$ cat config.mk
export PLATFORM = sky130hd
export DESIGN_NAME = edp_ctrl
export DESIGN_NICKNAME = d
export VERILOG_FILES = /design/src/hw/edp_pkg.sv /design/src/hw/edp_ctrl.sv /design/src/hw/edp_sync.sv
export SDC_FILE = /design/constraint.sdc
export NUM_CORES = 1
export LEC_CHECK = 0
export BUFFER_PORTS_ARGS = -buffer_cell sky130_fd_sc_hd__buf_2
export CORE_UTILIZATION = 52
export CTS_CLUSTER_DIAMETER = 30
export DETAILED_ROUTE_END_ITERATION = 6
export HOLD_SLACK_MARGIN = 0.1
export PLACE_DENSITY = 0.75
export SYNTH_ARGS = -nofsm -noshare
export SYNTH_HDL_FRONTEND = slang
export SYNTH_SLANG_ARGS = --single-unit
$ cat constraint.sdc
create_clock -name clock -period 1.9 [get_ports clock]
set_input_delay 0.285 -clock clock [delete_from_list [all_inputs] [get_ports clock]]
set_output_delay 0.285 -clock clock [all_outputs]
set_load 0.01 [all_outputs]
$ cat src/hw/edp_pkg.sv
// Purpose: constants and types for the energy detect power control block
// Assumes: 125 MHz clock, 16-bit register port
// Notes: one register at 1Dh plus an interrupt status/mask pair
package edp_pkg;
  localparam logic [4:0] EDP_ADDR_CTRL = 5'h1d;
  localparam logic [4:0] EDP_ADDR_IRQ_STAT = 5'h1e;
  localparam logic [4:0] EDP_ADDR_IRQ_MASK = 5'h1f;
  localparam int EDP_BIT_EN = 15;
  localparam int EDP_BIT_AUTO_UP = 14;
  localparam int EDP_BIT_AUTO_DOWN = 13;
  localparam int EDP_BIT_MAN = 12;
  localparam int EDP_BIT_BURST_DIS = 11;
  localparam int EDP_BIT_PWR = 10;
  localparam int EDP_BIT_ERR_MET = 9;
  localparam int EDP_BIT_DATA_MET = 8;
  localparam logic [3:0] EDP_ERR_THR_RST = 4'h1;
  localparam logic [3:0] EDP_DATA_THR_RST = 4'h1;
  localparam logic EDP_AUTO_UP_RST = 1'b1;
  localparam logic EDP_AUTO_DOWN_RST = 1'b1;
  localparam logic [2:0] EDP_BURST_LEN = 3'h4;
  localparam logic [2:0] EDP_SINGLE_LEN = 3'h1;
  // Interrupt bit positions: 0 power up, 1 power down, 2 error met
  localparam int EDP_IRQ_W = 3;
  localparam int EDP_CLK_MHZ = 125;
  localparam int EDP_IDLE_MS = 2000;
  localparam longint EDP_IDLE_CYC = longint'(EDP_IDLE_MS) * 1000 * EDP_CLK_MHZ;
  localparam int EDP_SYNC_W = 3;
  typedef struct packed {
    logic en;
    logic auto_up;
    logic auto_down;
    logic burst_dis;
    logic [3:0] err_thr;
    logic [3:0] data_thr;
  } edp_cfg_t;
  typedef struct packed {
    logic data_ev;
    logic err_ev;
    logic no_energy;
  } edp_line_t;
endpackage

$ cat src/hw/edp_ctrl.sv
// Purpose: energy detect power control for one transceiver port
// Assumes: line event inputs are asynchronous level pulses from analog
// Notes: register port reads back one cycle after the read strobe
//
// How it works
// RL1 - Bit 15 enables energy detect, reset from the strap, read/write.
// RL2 - Software should turn off crossover when energy detect runs alone.
// RL3 - With bit 14 set, reaching the data threshold powers the port up.
// RL4 - With bit 13 set, losing energy on the line powers the port down.
// RL5 - Writing 1 to bit 12 flips the power state at once, then it clears.
// RL6 - Software may use bit 12 after clearing the interrupt to time it.
// RL7 - Each power-up sends 4 data pulses, or 1 when bit 11 is set.
// RL8 - Bit 10 reads 1 when powered up and 0 when powered down.
// RL9 - Bit 9 flags the error threshold met, informational, clear on read.
// RL10 - Bit 8 flags the data threshold met and clears on read.
// RL11 - Bits 7:4 hold the error event threshold, reset 1.
// RL12 - Bits 3:0 hold the data event threshold, reset 1.
// RL13 - Both counters reset after about 2 s without a data event.
// RL14 - The control register answers at address 1Dh.
// RL15 - While disabled the driver stays powered and no transitions occur.
`timescale 1ns/1ps
module edp_ctrl
  import edp_pkg::*;
#(
  parameter longint IDLE_CYC = EDP_IDLE_CYC
)
(
  input wire logic clock,
  input wire logic sys_rst,
  input wire logic strap_en,
  input wire logic data_event_in,
  input wire logic error_event_in,
  input wire logic no_energy_in,
  input wire logic [4:0] reg_addr,
  input wire logic [15:0] reg_wdata,
  input wire logic reg_wr,
  input wire logic reg_rd,
  output logic [15:0] reg_rdata,
  output logic driver_power_on,
  output logic pulse_out,
  output logic irq
);
  // ---------------------------------------------------------------
  // Line input synchronisers
  // ---------------------------------------------------------------
  edp_line_t line_s;
  edp_sync u_sync_data (.clock(clock), .sys_rst(sys_rst),
    .async_in(data_event_in), .sync_out(line_s.data_ev));
  edp_sync u_sync_err (.clock(clock), .sys_rst(sys_rst),
    .async_in(error_event_in), .sync_out(line_s.err_ev));
  edp_sync u_sync_none (.clock(clock), .sys_rst(sys_rst),
    .async_in(no_energy_in), .sync_out(line_s.no_energy));

  logic data_d_ff;
  logic err_d_ff;
  logic data_pulse;
  logic err_pulse;
  // Events are rising edges of the filtered levels
  always_ff @(posedge clock)
  begin
    if (sys_rst)
    begin
      data_d_ff <= 1'b0;
      err_d_ff <= 1'b0;
    end
    else
    begin
      data_d_ff <= line_s.data_ev;
      err_d_ff <= line_s.err_ev;
    end
  end
  assign data_pulse = line_s.data_ev & ~data_d_ff;
  assign err_pulse = line_s.err_ev & ~err_d_ff;

  // ---------------------------------------------------------------
  // Configuration register
  // ---------------------------------------------------------------
  edp_cfg_t cfg_ff;
  logic strap_take_ff;
  logic ctrl_wr;
  logic ctrl_rd;
  logic man_req;
  assign ctrl_wr = reg_wr && (reg_addr == EDP_ADDR_CTRL); // [RL14]
  assign ctrl_rd = reg_rd && (reg_addr == EDP_ADDR_CTRL); // [RL14]
  // Self-clearing manual bit never stored; a write acts as one pulse
  assign man_req = ctrl_wr && reg_wdata[EDP_BIT_MAN]; // [RL5]

  // Strap caught on the first clock after reset, not under reset
  always_ff @(posedge clock)
  begin
    if (sys_rst)
    begin
      strap_take_ff <= 1'b1;
      cfg_ff.en <= 1'b0;
      cfg_ff.auto_up <= EDP_AUTO_UP_RST;
      cfg_ff.auto_down <= EDP_AUTO_DOWN_RST;
      cfg_ff.burst_dis <= 1'b0;
      cfg_ff.err_thr <= EDP_ERR_THR_RST; // [RL11]
      cfg_ff.data_thr <= EDP_DATA_THR_RST; // [RL12]
    end
    else
    begin
      strap_take_ff <= 1'b0;
      if (strap_take_ff)
        cfg_ff.en <= strap_en; // [RL1]
      else if (ctrl_wr)
        cfg_ff.en <= reg_wdata[EDP_BIT_EN]; // [RL1]
      if (ctrl_wr)
      begin
        cfg_ff.auto_up <= reg_wdata[EDP_BIT_AUTO_UP];
        cfg_ff.auto_down <= reg_wdata[EDP_BIT_AUTO_DOWN];
        cfg_ff.burst_dis <= reg_wdata[EDP_BIT_BURST_DIS];
        cfg_ff.err_thr <= reg_wdata[7:4]; // [RL11]
        cfg_ff.data_thr <= reg_wdata[3:0]; // [RL12]
      end
    end
  end

  // ---------------------------------------------------------------
  // Event counters and idle timer
  // ---------------------------------------------------------------
  logic [3:0] data_cnt_ff;
  logic [3:0] err_cnt_ff;
  logic [31:0] idle_ff;
  logic idle_done;
  logic data_reach;
  logic err_reach;
  assign idle_done = (idle_ff >= 32'(IDLE_CYC - 1));
  assign data_reach = data_pulse &&
    ({1'b0, data_cnt_ff} + 5'h1 >= {1'b0, cfg_ff.data_thr});
  assign err_reach = err_pulse &&
    ({1'b0, err_cnt_ff} + 5'h1 >= {1'b0, cfg_ff.err_thr});

  // Idle timer restarts on every data event
  always_ff @(posedge clock)
  begin
    if (sys_rst || data_pulse || !cfg_ff.en)
      idle_ff <= 32'h0;
    else if (!idle_done)
      idle_ff <= idle_ff + 32'h1;
    else
      idle_ff <= 32'h0; // [RL13]
  end

  // Counters saturate; cleared by idle timeout or a power transition
  logic go_up;
  logic go_down;
  always_ff @(posedge clock)
  begin
    if (sys_rst || idle_done || go_up || go_down || !cfg_ff.en)
    begin
      data_cnt_ff <= 4'h0; // [RL13]
      err_cnt_ff <= 4'h0; // [RL13]
    end
    else
    begin
      if (data_pulse && data_cnt_ff != 4'hf)
        data_cnt_ff <= data_cnt_ff + 4'h1;
      if (err_pulse && err_cnt_ff != 4'hf)
        err_cnt_ff <= err_cnt_ff + 4'h1;
    end
  end

  // ---------------------------------------------------------------
  // Power state machine and pulse burst
  // ---------------------------------------------------------------
  typedef enum logic [1:0] {EDP_UP, EDP_DOWN} edp_state_t;
  edp_state_t state_ff;
  logic [2:0] pulses_ff;
  logic pulse_gap_ff;
  // Manual request outranks automatic conditions and ignores thresholds
  assign go_up = cfg_ff.en && state_ff == EDP_DOWN &&
    (man_req || (cfg_ff.auto_up && data_reach)); // [RL3] [RL5] [RL15]
  assign go_down = cfg_ff.en && state_ff == EDP_UP &&
    (man_req || (cfg_ff.auto_down && line_s.no_energy)); // [RL4] [RL5]

  always_ff @(posedge clock)
  begin
    if (sys_rst || !cfg_ff.en)
      state_ff <= EDP_UP; // [RL15]
    else if (go_up)
      state_ff <= EDP_UP;
    else if (go_down)
      state_ff <= EDP_DOWN;
  end

  // Pulses spaced by one idle cycle so each is a distinct edge
  always_ff @(posedge clock)
  begin
    if (sys_rst)
    begin
      pulses_ff <= 3'h0;
      pulse_gap_ff <= 1'b0;
      pulse_out <= 1'b0;
    end
    else if (go_up)
    begin
      pulses_ff <= cfg_ff.burst_dis ? EDP_SINGLE_LEN : EDP_BURST_LEN; // [RL7]
      pulse_gap_ff <= 1'b0;
      pulse_out <= 1'b0;
    end
    else if (pulses_ff != 3'h0 && !pulse_gap_ff)
    begin
      pulse_out <= 1'b1; // [RL7]
      pulses_ff <= pulses_ff - 3'h1;
      pulse_gap_ff <= 1'b1;
    end
    else
    begin
      pulse_out <= 1'b0;
      pulse_gap_ff <= 1'b0;
    end
  end

  always_ff @(posedge clock)
  begin
    if (sys_rst)
      driver_power_on <= 1'b1;
    else
      driver_power_on <= !cfg_ff.en || go_up ||
        (state_ff == EDP_UP && !go_down); // [RL15]
  end

  // ---------------------------------------------------------------
  // Threshold flags, clear on read with set winning
  // ---------------------------------------------------------------
  logic err_met_ff;
  logic data_met_ff;
  always_ff @(posedge clock)
  begin
    if (sys_rst)
    begin
      err_met_ff <= 1'b0;
      data_met_ff <= 1'b0;
    end
    else
    begin
      if (cfg_ff.en && err_reach)
        err_met_ff <= 1'b1; // [RL9]
      else if (ctrl_rd)
        err_met_ff <= 1'b0; // [RL9]
      if (cfg_ff.en && data_reach)
        data_met_ff <= 1'b1; // [RL10]
      else if (ctrl_rd)
        data_met_ff <= 1'b0; // [RL10]
    end
  end

  // ---------------------------------------------------------------
  // Interrupt status and mask
  // ---------------------------------------------------------------
  logic [EDP_IRQ_W-1:0] irq_stat_ff;
  logic [EDP_IRQ_W-1:0] irq_mask_ff;
  logic [EDP_IRQ_W-1:0] irq_ev;
  assign irq_ev = {cfg_ff.en && err_reach, go_down, go_up};
  always_ff @(posedge clock)
  begin
    if (sys_rst)
    begin
      irq_stat_ff <= '0;
      irq_mask_ff <= '0;
    end
    else
    begin
      // Write-one-to-clear, a new event in the same cycle survives
      if (reg_wr && reg_addr == EDP_ADDR_IRQ_STAT)
        irq_stat_ff <= (irq_stat_ff & ~reg_wdata[EDP_IRQ_W-1:0]) | irq_ev;
      else
        irq_stat_ff <= irq_stat_ff | irq_ev;
      if (reg_wr && reg_addr == EDP_ADDR_IRQ_MASK)
        irq_mask_ff <= reg_wdata[EDP_IRQ_W-1:0];
    end
  end

  always_ff @(posedge clock)
  begin
    if (sys_rst)
      irq <= 1'b0;
    else
      irq <= |((irq_stat_ff | irq_ev) & irq_mask_ff);
  end

  // ---------------------------------------------------------------
  // Read port, one cycle latency, unmapped reads give zero
  // ---------------------------------------------------------------
  always_ff @(posedge clock)
  begin
    if (sys_rst || !reg_rd)
      reg_rdata <= 16'h0;
    else
      unique case (reg_addr)
        EDP_ADDR_CTRL: reg_rdata <= {cfg_ff.en, cfg_ff.auto_up,
          cfg_ff.auto_down, 1'b0, cfg_ff.burst_dis,
          state_ff == EDP_UP, err_met_ff, data_met_ff,
          cfg_ff.err_thr, cfg_ff.data_thr}; // [RL8] [RL14]
        EDP_ADDR_IRQ_STAT: reg_rdata <= {13'h0, irq_stat_ff};
        EDP_ADDR_IRQ_MASK: reg_rdata <= {13'h0, irq_mask_ff};
        default: reg_rdata <= 16'h0;
      endcase
  end
endmodule

$ cat src/hw/edp_sync.sv
// Purpose: three-stage synchroniser with agreement filter for line inputs
// Assumes: inputs are asynchronous to clock
// Notes: a change counts once stages two and three agree
`timescale 1ns/1ps
module edp_sync
  import edp_pkg::*;
(
  input wire logic clock,
  input wire logic sys_rst,
  input wire logic async_in,
  output logic sync_out
);
  logic s1_ff;
  logic s2_ff;
  logic s3_ff;
  // Stage one feeds only stage two
  always_ff @(posedge clock)
  begin
    if (sys_rst)
    begin
      s1_ff <= 1'b0;
      s2_ff <= 1'b0;
      s3_ff <= 1'b0;
      sync_out <= 1'b0;
    end
    else
    begin
      s1_ff <= async_in;
      s2_ff <= s1_ff;
      s3_ff <= s2_ff;
      if (s2_ff == s3_ff)
        sync_out <= s3_ff;
    end
  end
endmodule

---- Yosys cells after proc, flatten, opt, wreduce, memory -nomap -nowiden ----
Cells that the tools add are included.
Widths: inputs -> output; s select.
storage, ports and cells
  bits in registers ....................... 98
  output and inout bits ................... 19
cells by class
  add/sub/neg operators ................... 6
  $lt $le $gt $ge ......................... 3
  equal/unequal tests ..................... 8
  muxes and demuxes ....................... 12
  bitwise gates (word level) .............. 9
  reductions and logical operators ........ 45
operators by type and width
  kind                   number
  $pmux 16 s3            1
  $add 32x1->32 const B  1
  $ge 32x28->1 const B   1
  $logic_and 1x1->1      19
  $eq 5x5->1 const B     3
  $logic_or 1x1->1       12
  $mux 3                 4
  $add 4x1->5 const B    2
  $ge 5x4->1             2
  $add 4x1->4 const B    2
  $ne 4x4->1 const B     2
  $reduce_bool 2->1      4
  $mux 1                 7
  $and 3x3->3            2
  $or 3x3->3             2
  $reduce_or 2->1        3
  $logic_not 1->1        4
  $eq 1x1->1             3
  $not 3->3              1
  $reduce_bool 3->1      1
  $reduce_or 3->1        1
  $sub 3x1->3 const B    1
  $and 1x1->1            2
  $logic_not 2->1        1
  $not 1->1              2

---- Logic depth before layout (Yosys ltp) ----
  depth in word-level cells ............... 9
  gate-level depth with buffers ........... 9
  depth with buffers taken out ............ 8

---- Cells and area by module ----
A second synthesis with hierarchy kept.
second synthesis, totals
  cells, all modules ...................... 455
  area total of the unflattened synthesis .. 4,098.9 µm²
modules (own cells, without submodules)
  module    instances  cells an instance  area each (µm²)  sequential area each (µm²)
  edp_ctrl  1          425                3,761.1          1,701.6
  edp_sync  3          10                 112.6            80.1

---- Worst setup path before layout ----
No wires, ideal clock.
  path kind ............................... register to register
  from .................................... register data_cnt_ff[0]
  to ...................................... register pulses_ff[1]
  data arrival time ....................... 1.932 ns
  path slack .............................. -0.147 ns
  cell stages (with the launch flop) ...... 10
  clock period less this slack ............ 2.047 ns
  cell sequence ........................... dfxtp_1 ha_1 xor2_1 ha_1 a21o_1 a31oi_1 or3_1 clkbuf_2 nand2_2 a2111oi_0
on the way
  word-level cells in the longest chain between the ends .. 7
  elaborated cells between the ends (all ways) .. 8
RTL lines
  item                                         line             source
  from (decl)                                  edp_ctrl.sv:122  logic [3:0] data_cnt_ff;
  from (signal assigned)                       edp_ctrl.sv:158  data_cnt_ff <= data_cnt_ff + 4'h1;
  $add 4x1->5 *                                edp_ctrl.sv:130  ({1'b0, data_cnt_ff} + 5'h1 >= {1'b0, cfg_ff.data_thr});
  $ge 5x4->1 *                                 edp_ctrl.sv:130
  $logic_and 1x1->1 *                          edp_ctrl.sv:129  assign data_reach = data_pulse &&
  $logic_and 1x1->1 *                          edp_ctrl.sv:173  (man_req || (cfg_ff.auto_up && data_reach));
  $logic_or 1x1->1 *                           edp_ctrl.sv:173
  $logic_and 1x1->1 *                          edp_ctrl.sv:172  assign go_up = cfg_ff.en && state_ff == EDP_DOWN &&
  $mux 3 or $reduce_bool 2->1 (tied branches)  n/a
  to (signal assigned)                         edp_ctrl.sv:198  pulses_ff <= cfg_ff.burst_dis ? EDP_SINGLE_LEN : EDP_BURST_LEN;
  to (signal assigned)                         edp_ctrl.sv:205  pulses_ff <= pulses_ff - 3'h1;
  to (decl)                                    edp_ctrl.sv:169  logic [2:0] pulses_ff;
Mark *: on every way between the ends. The rest lies on a longest branch, timed or not.
A chain may end at the register's enable or synchronous reset.

---- Worst setup path after layout ----
  from .................................... register data_cnt_ff[1]
  to ...................................... register pulses_ff[2]
Same word-level chain as after synthesis.

==> reports/results.txt <==
status -> finished, violations left
failing checks -> negative setup slack
arrival time worst endpoint -> 2.29 ns
area share of the largest cell type after synthesis -> 47.5%
CP endpoint -> pulses_ff[2]$_SDFFE_PP0P_
# port buffers -> 43
row count -> 31
Place WS -> -0.204 ns
reg2reg start -> data_cnt_ff[1]$_SDFFE_PP0P_
HPWL Detailed -> 5.90 mm
GR Util All Layers -> 21.4%
cell with the most instances after synthesis -> dfxtp_1
Die ar. -> 8220 um^2
Slew HR -> 63.0%
Int Pwr -> 2.88 mW
HP Class -> in -> reg
CTS Buffer Depth -> 2
Worst Reg-to-Reg Cells -> 8
Syn. warnings -> 0
DR vias -> 3347
area taken by multi-input logic gates -> 2170 um^2
FFs w/ async S/R, synth -> 0%
root buffer selected by CTS -> clkbuf_8
top post-synthesis cells by area -> dfxtp_1 (47%), nor2_1 (4.9%), nand2_1 (4.4%)
largest net degree at the start of global routing -> 29
htree depth -> 3
first-pass GRT wire length -> 14.2 mm
Final Hold Fails -> 0
antenna-violating nets left -> 0
Tightest Pin Transition -> 0.553 ns
Final Critical Period -> 2.02 ns
initial DRC count -> 168
clock-pin slew on the worst setup and hold paths -> 0.09 ns
layout cell share with drive strength beyond 1 -> 24.2%
filler instances -> 602
max-cap violation count -> 0
Fin Clk Skew -> 0.00696 ns
placed instance count -> 613
Synth top cells by count -> dfxtp_1 (97), nor2_1 (53), nand2_1 (48)
Syn-to-layout area delta -> 22.6%
die extent in y -> 90.7 um
Clk network pwr share -> 36.0%
Critical Path Source Type -> register
vias in the first global route -> 3128
die width -> 90.7 um
final setup fails -> 16
Diodes inserted -> 0
top-level port count -> 48
CTS tree -> done
effective utilization at floorplan -> 55.2%
worst reg-to-reg setup slack -> -0.12 ns
Critical R2R Capture -> pulses_ff[2]$_SDFFE_PP0P_
synth unique cells -> 54
Setup CP Type -> reg -> reg
required time of the critical path -> 2.17 ns
Placement Cell Area -> 4620 um^2
max-slew violations -> 0
critical-path cell list -> ha_4 -> xor2_2 -> ha_1 -> a21o_1 -> a31oi_2 -> or3_4 -> buf_6 -> a311oi_2
Post-synth EDFFs -> 0
Final period util -> 106%
CP Capture Type -> register
core area -> 7410 um^2
Comb pwr share -> 8.1%
# DRC -> 0
Max Freq -> 495 MHz
WL/cell -> 13.7 um
Setup WS post-layout -> -0.121 ns
Yosys top cell by area -> dfxtp_1
post-detailed-route via-to-cell ratio -> 5.29
Min Hold Slack -> 0.125 ns
FF+latch area -> 1950 um^2
Crit Path Max Fanout -> 6
Reg power frac -> 55.9%
Avg Synthesized Cell Area -> 8.99 um^2
Mapped Cells -> 455
Layout Nets -> 571
net switching power -> 0.895 mW
RSZ-0062 raised after global routing -> yes
GP Congestion -> 0.833
Worst Setup SP -> data_cnt_ff[1]$_SDFFE_PP0P_
final instance area -> 5010 um^2
Synth Register Bits -> 97
Clk Latency, worst-skew pair -> 0.36 ns
GRT overflow -> 0
# clock sinks -> 97
WL final -> 8.69 mm
Cell Pwr Density -> 753 nW/um^2
Synth Flop Type -> dfxtp_1
cell leakage power -> 2.01 nW
register area share after synthesis -> 47.5%
CP peak stage delay -> 0.41 ns
first-pass iteration count of the detailed router -> 4
Mapped Area -> 4090 um^2
VDD IR max -> 0.590 mV
Sw Share -> 23.7%
slowest CP cell -> or3_4
Non-Filler Instances -> 633
Total Power -> 3.78 mW
initial antenna violation count -> 0
TritonCTS Buffers -> 9
[stage by stage]
step | setup TNS (ns) | util [%]
finish | -1.21 | 67.6
global route | -5.96 | 67.6
CTS | -1.01 | 66.1
detailed placement | -1.88 | 62.4
global placement | -0.827 | 62.4
floorplan | -0.00442 | -
[registers in the layout, summed over array words and instances (netlist names), 3 cells and up]
name	flops
idle_ff	32
reg_rdata	15
cfg_ff	12
data_cnt_ff	4
err_cnt_ff	4
irq_mask_ff	3
irq_stat_ff	3
pulses_ff	3
[power by group through the flow]
stage | clock network [mW] | registers, mW | logic (mW)
after floorplan | 0 | 2.15 | 0.176
after global placement | 0 | 2.16 | 0.241
after detailed placement | 0 | 2.16 | 0.253
after CTS | 1.39 | 2.11 | 0.280
after global routing | 1.49 | 2.12 | 0.346
final | 1.36 | 2.11 | 0.307
[per-layer routing]
metal	GRT usage (%)	up-vias	wire, um
li1	-	1694	-
met1	28.8	1558	4060
met2	34.7	85	4090
met3	3.62	10	422
met4	7.26	0	110
met5	0	-	0
[cells in the final DEF (no fill, tap or decap), types with 3 or more instances in the layout]
cell | Yosys | layout
a21o_1 | 3 | 3
a21oi_1 | 25 | 24
and2_1 | 12 | 12
and3_1 | 5 | 5
and4b_1 | 3 | 3
buf_2 | 5 | 43
buf_4 | 1 | 28
clkbuf_8 | 0 | 10
conb_1 | 1 | 5
dfxtp_1 | 97 | 94
ha_1 | 13 | 10
inv_1 | 21 | 21
mux2i_1 | 5 | 5
nand2_1 | 48 | 47
nand2_2 | 3 | 3
nand2b_1 | 6 | 6
nand3_1 | 14 | 14
nand3b_1 | 4 | 4
nand4_1 | 12 | 12
nor2_1 | 53 | 53
nor2b_1 | 15 | 15
nor3_1 | 7 | 6
nor4_1 | 8 | 3
nor4_2 | 0 | 3
nor4_4 | 2 | 4
o21ai_0 | 9 | 7
or3_1 | 6 | 5
xnor2_1 | 15 | 15
xor2_1 | 17 | 16
[cell type report]
type                            instances  area share (%)
Clock buffer                           10            2.75
Clock inverter                          6            1.32
Inverter                               21            1.57
Multi-Input combinational cell        326            43.4
Sequential cell                        97            38.9
Tap cell                               99            2.47
Timing Repair Buffer                   74            9.61
[how the worst min path moves through the flow]
stage	from	end	slack, ns	depth (start not counted)
2_1_floorplan	sys_rst	strap_take_ff$_DFF_P_	0.31	0
3_3_place_gp	u_sync_none.s1_ff$_SDFF_PP0_	u_sync_none.s2_ff$_SDFF_PP0_	0.42	1
3_5_place_dp	u_sync_none.s1_ff$_SDFF_PP0_	u_sync_none.s2_ff$_SDFF_PP0_	0.43	1
4_1_cts	no_energy_in	u_sync_none.s1_ff$_SDFF_PP0_	0.12	2
5_1_grt	error_event_in	u_sync_err.s1_ff$_SDFF_PP0_	0.12	2
6_report	no_energy_in	u_sync_none.s1_ff$_SDFF_PP0_	0.13	2
[worst max-delay path, delay by kind of cell, from the launching register on]
kind                       cells  cell delay, ns
xor gates and xnor gates       1            0.14
and+or+nand+nor                1            0.41
AOI/OAI and AO/OA              3            0.38
adders and majority gates      2            0.49
DFF                            1            0.35
buffers and inverters          1            0.15
[cell families after synthesis]
family,Yosys count,synth area share [%]
compound gates,61,9.46
xor+xnor,32,6.85
fa+ha+maj,13,3.98
buf+inv,36,3.58
flops,97,47.5
mux,7,1.77
other cells,1,0.0917
simple gates,208,26.8
[timing repair]
action,CTS,global route
setup buffers,2,1
cloned,0,1
hold buffers,0,0
resized for setup,12,18
pin swaps,5,6
hold endpoints to repair,0,0
endpoints found under the setup margin,17,41
(Power assumes the default switching activity.)
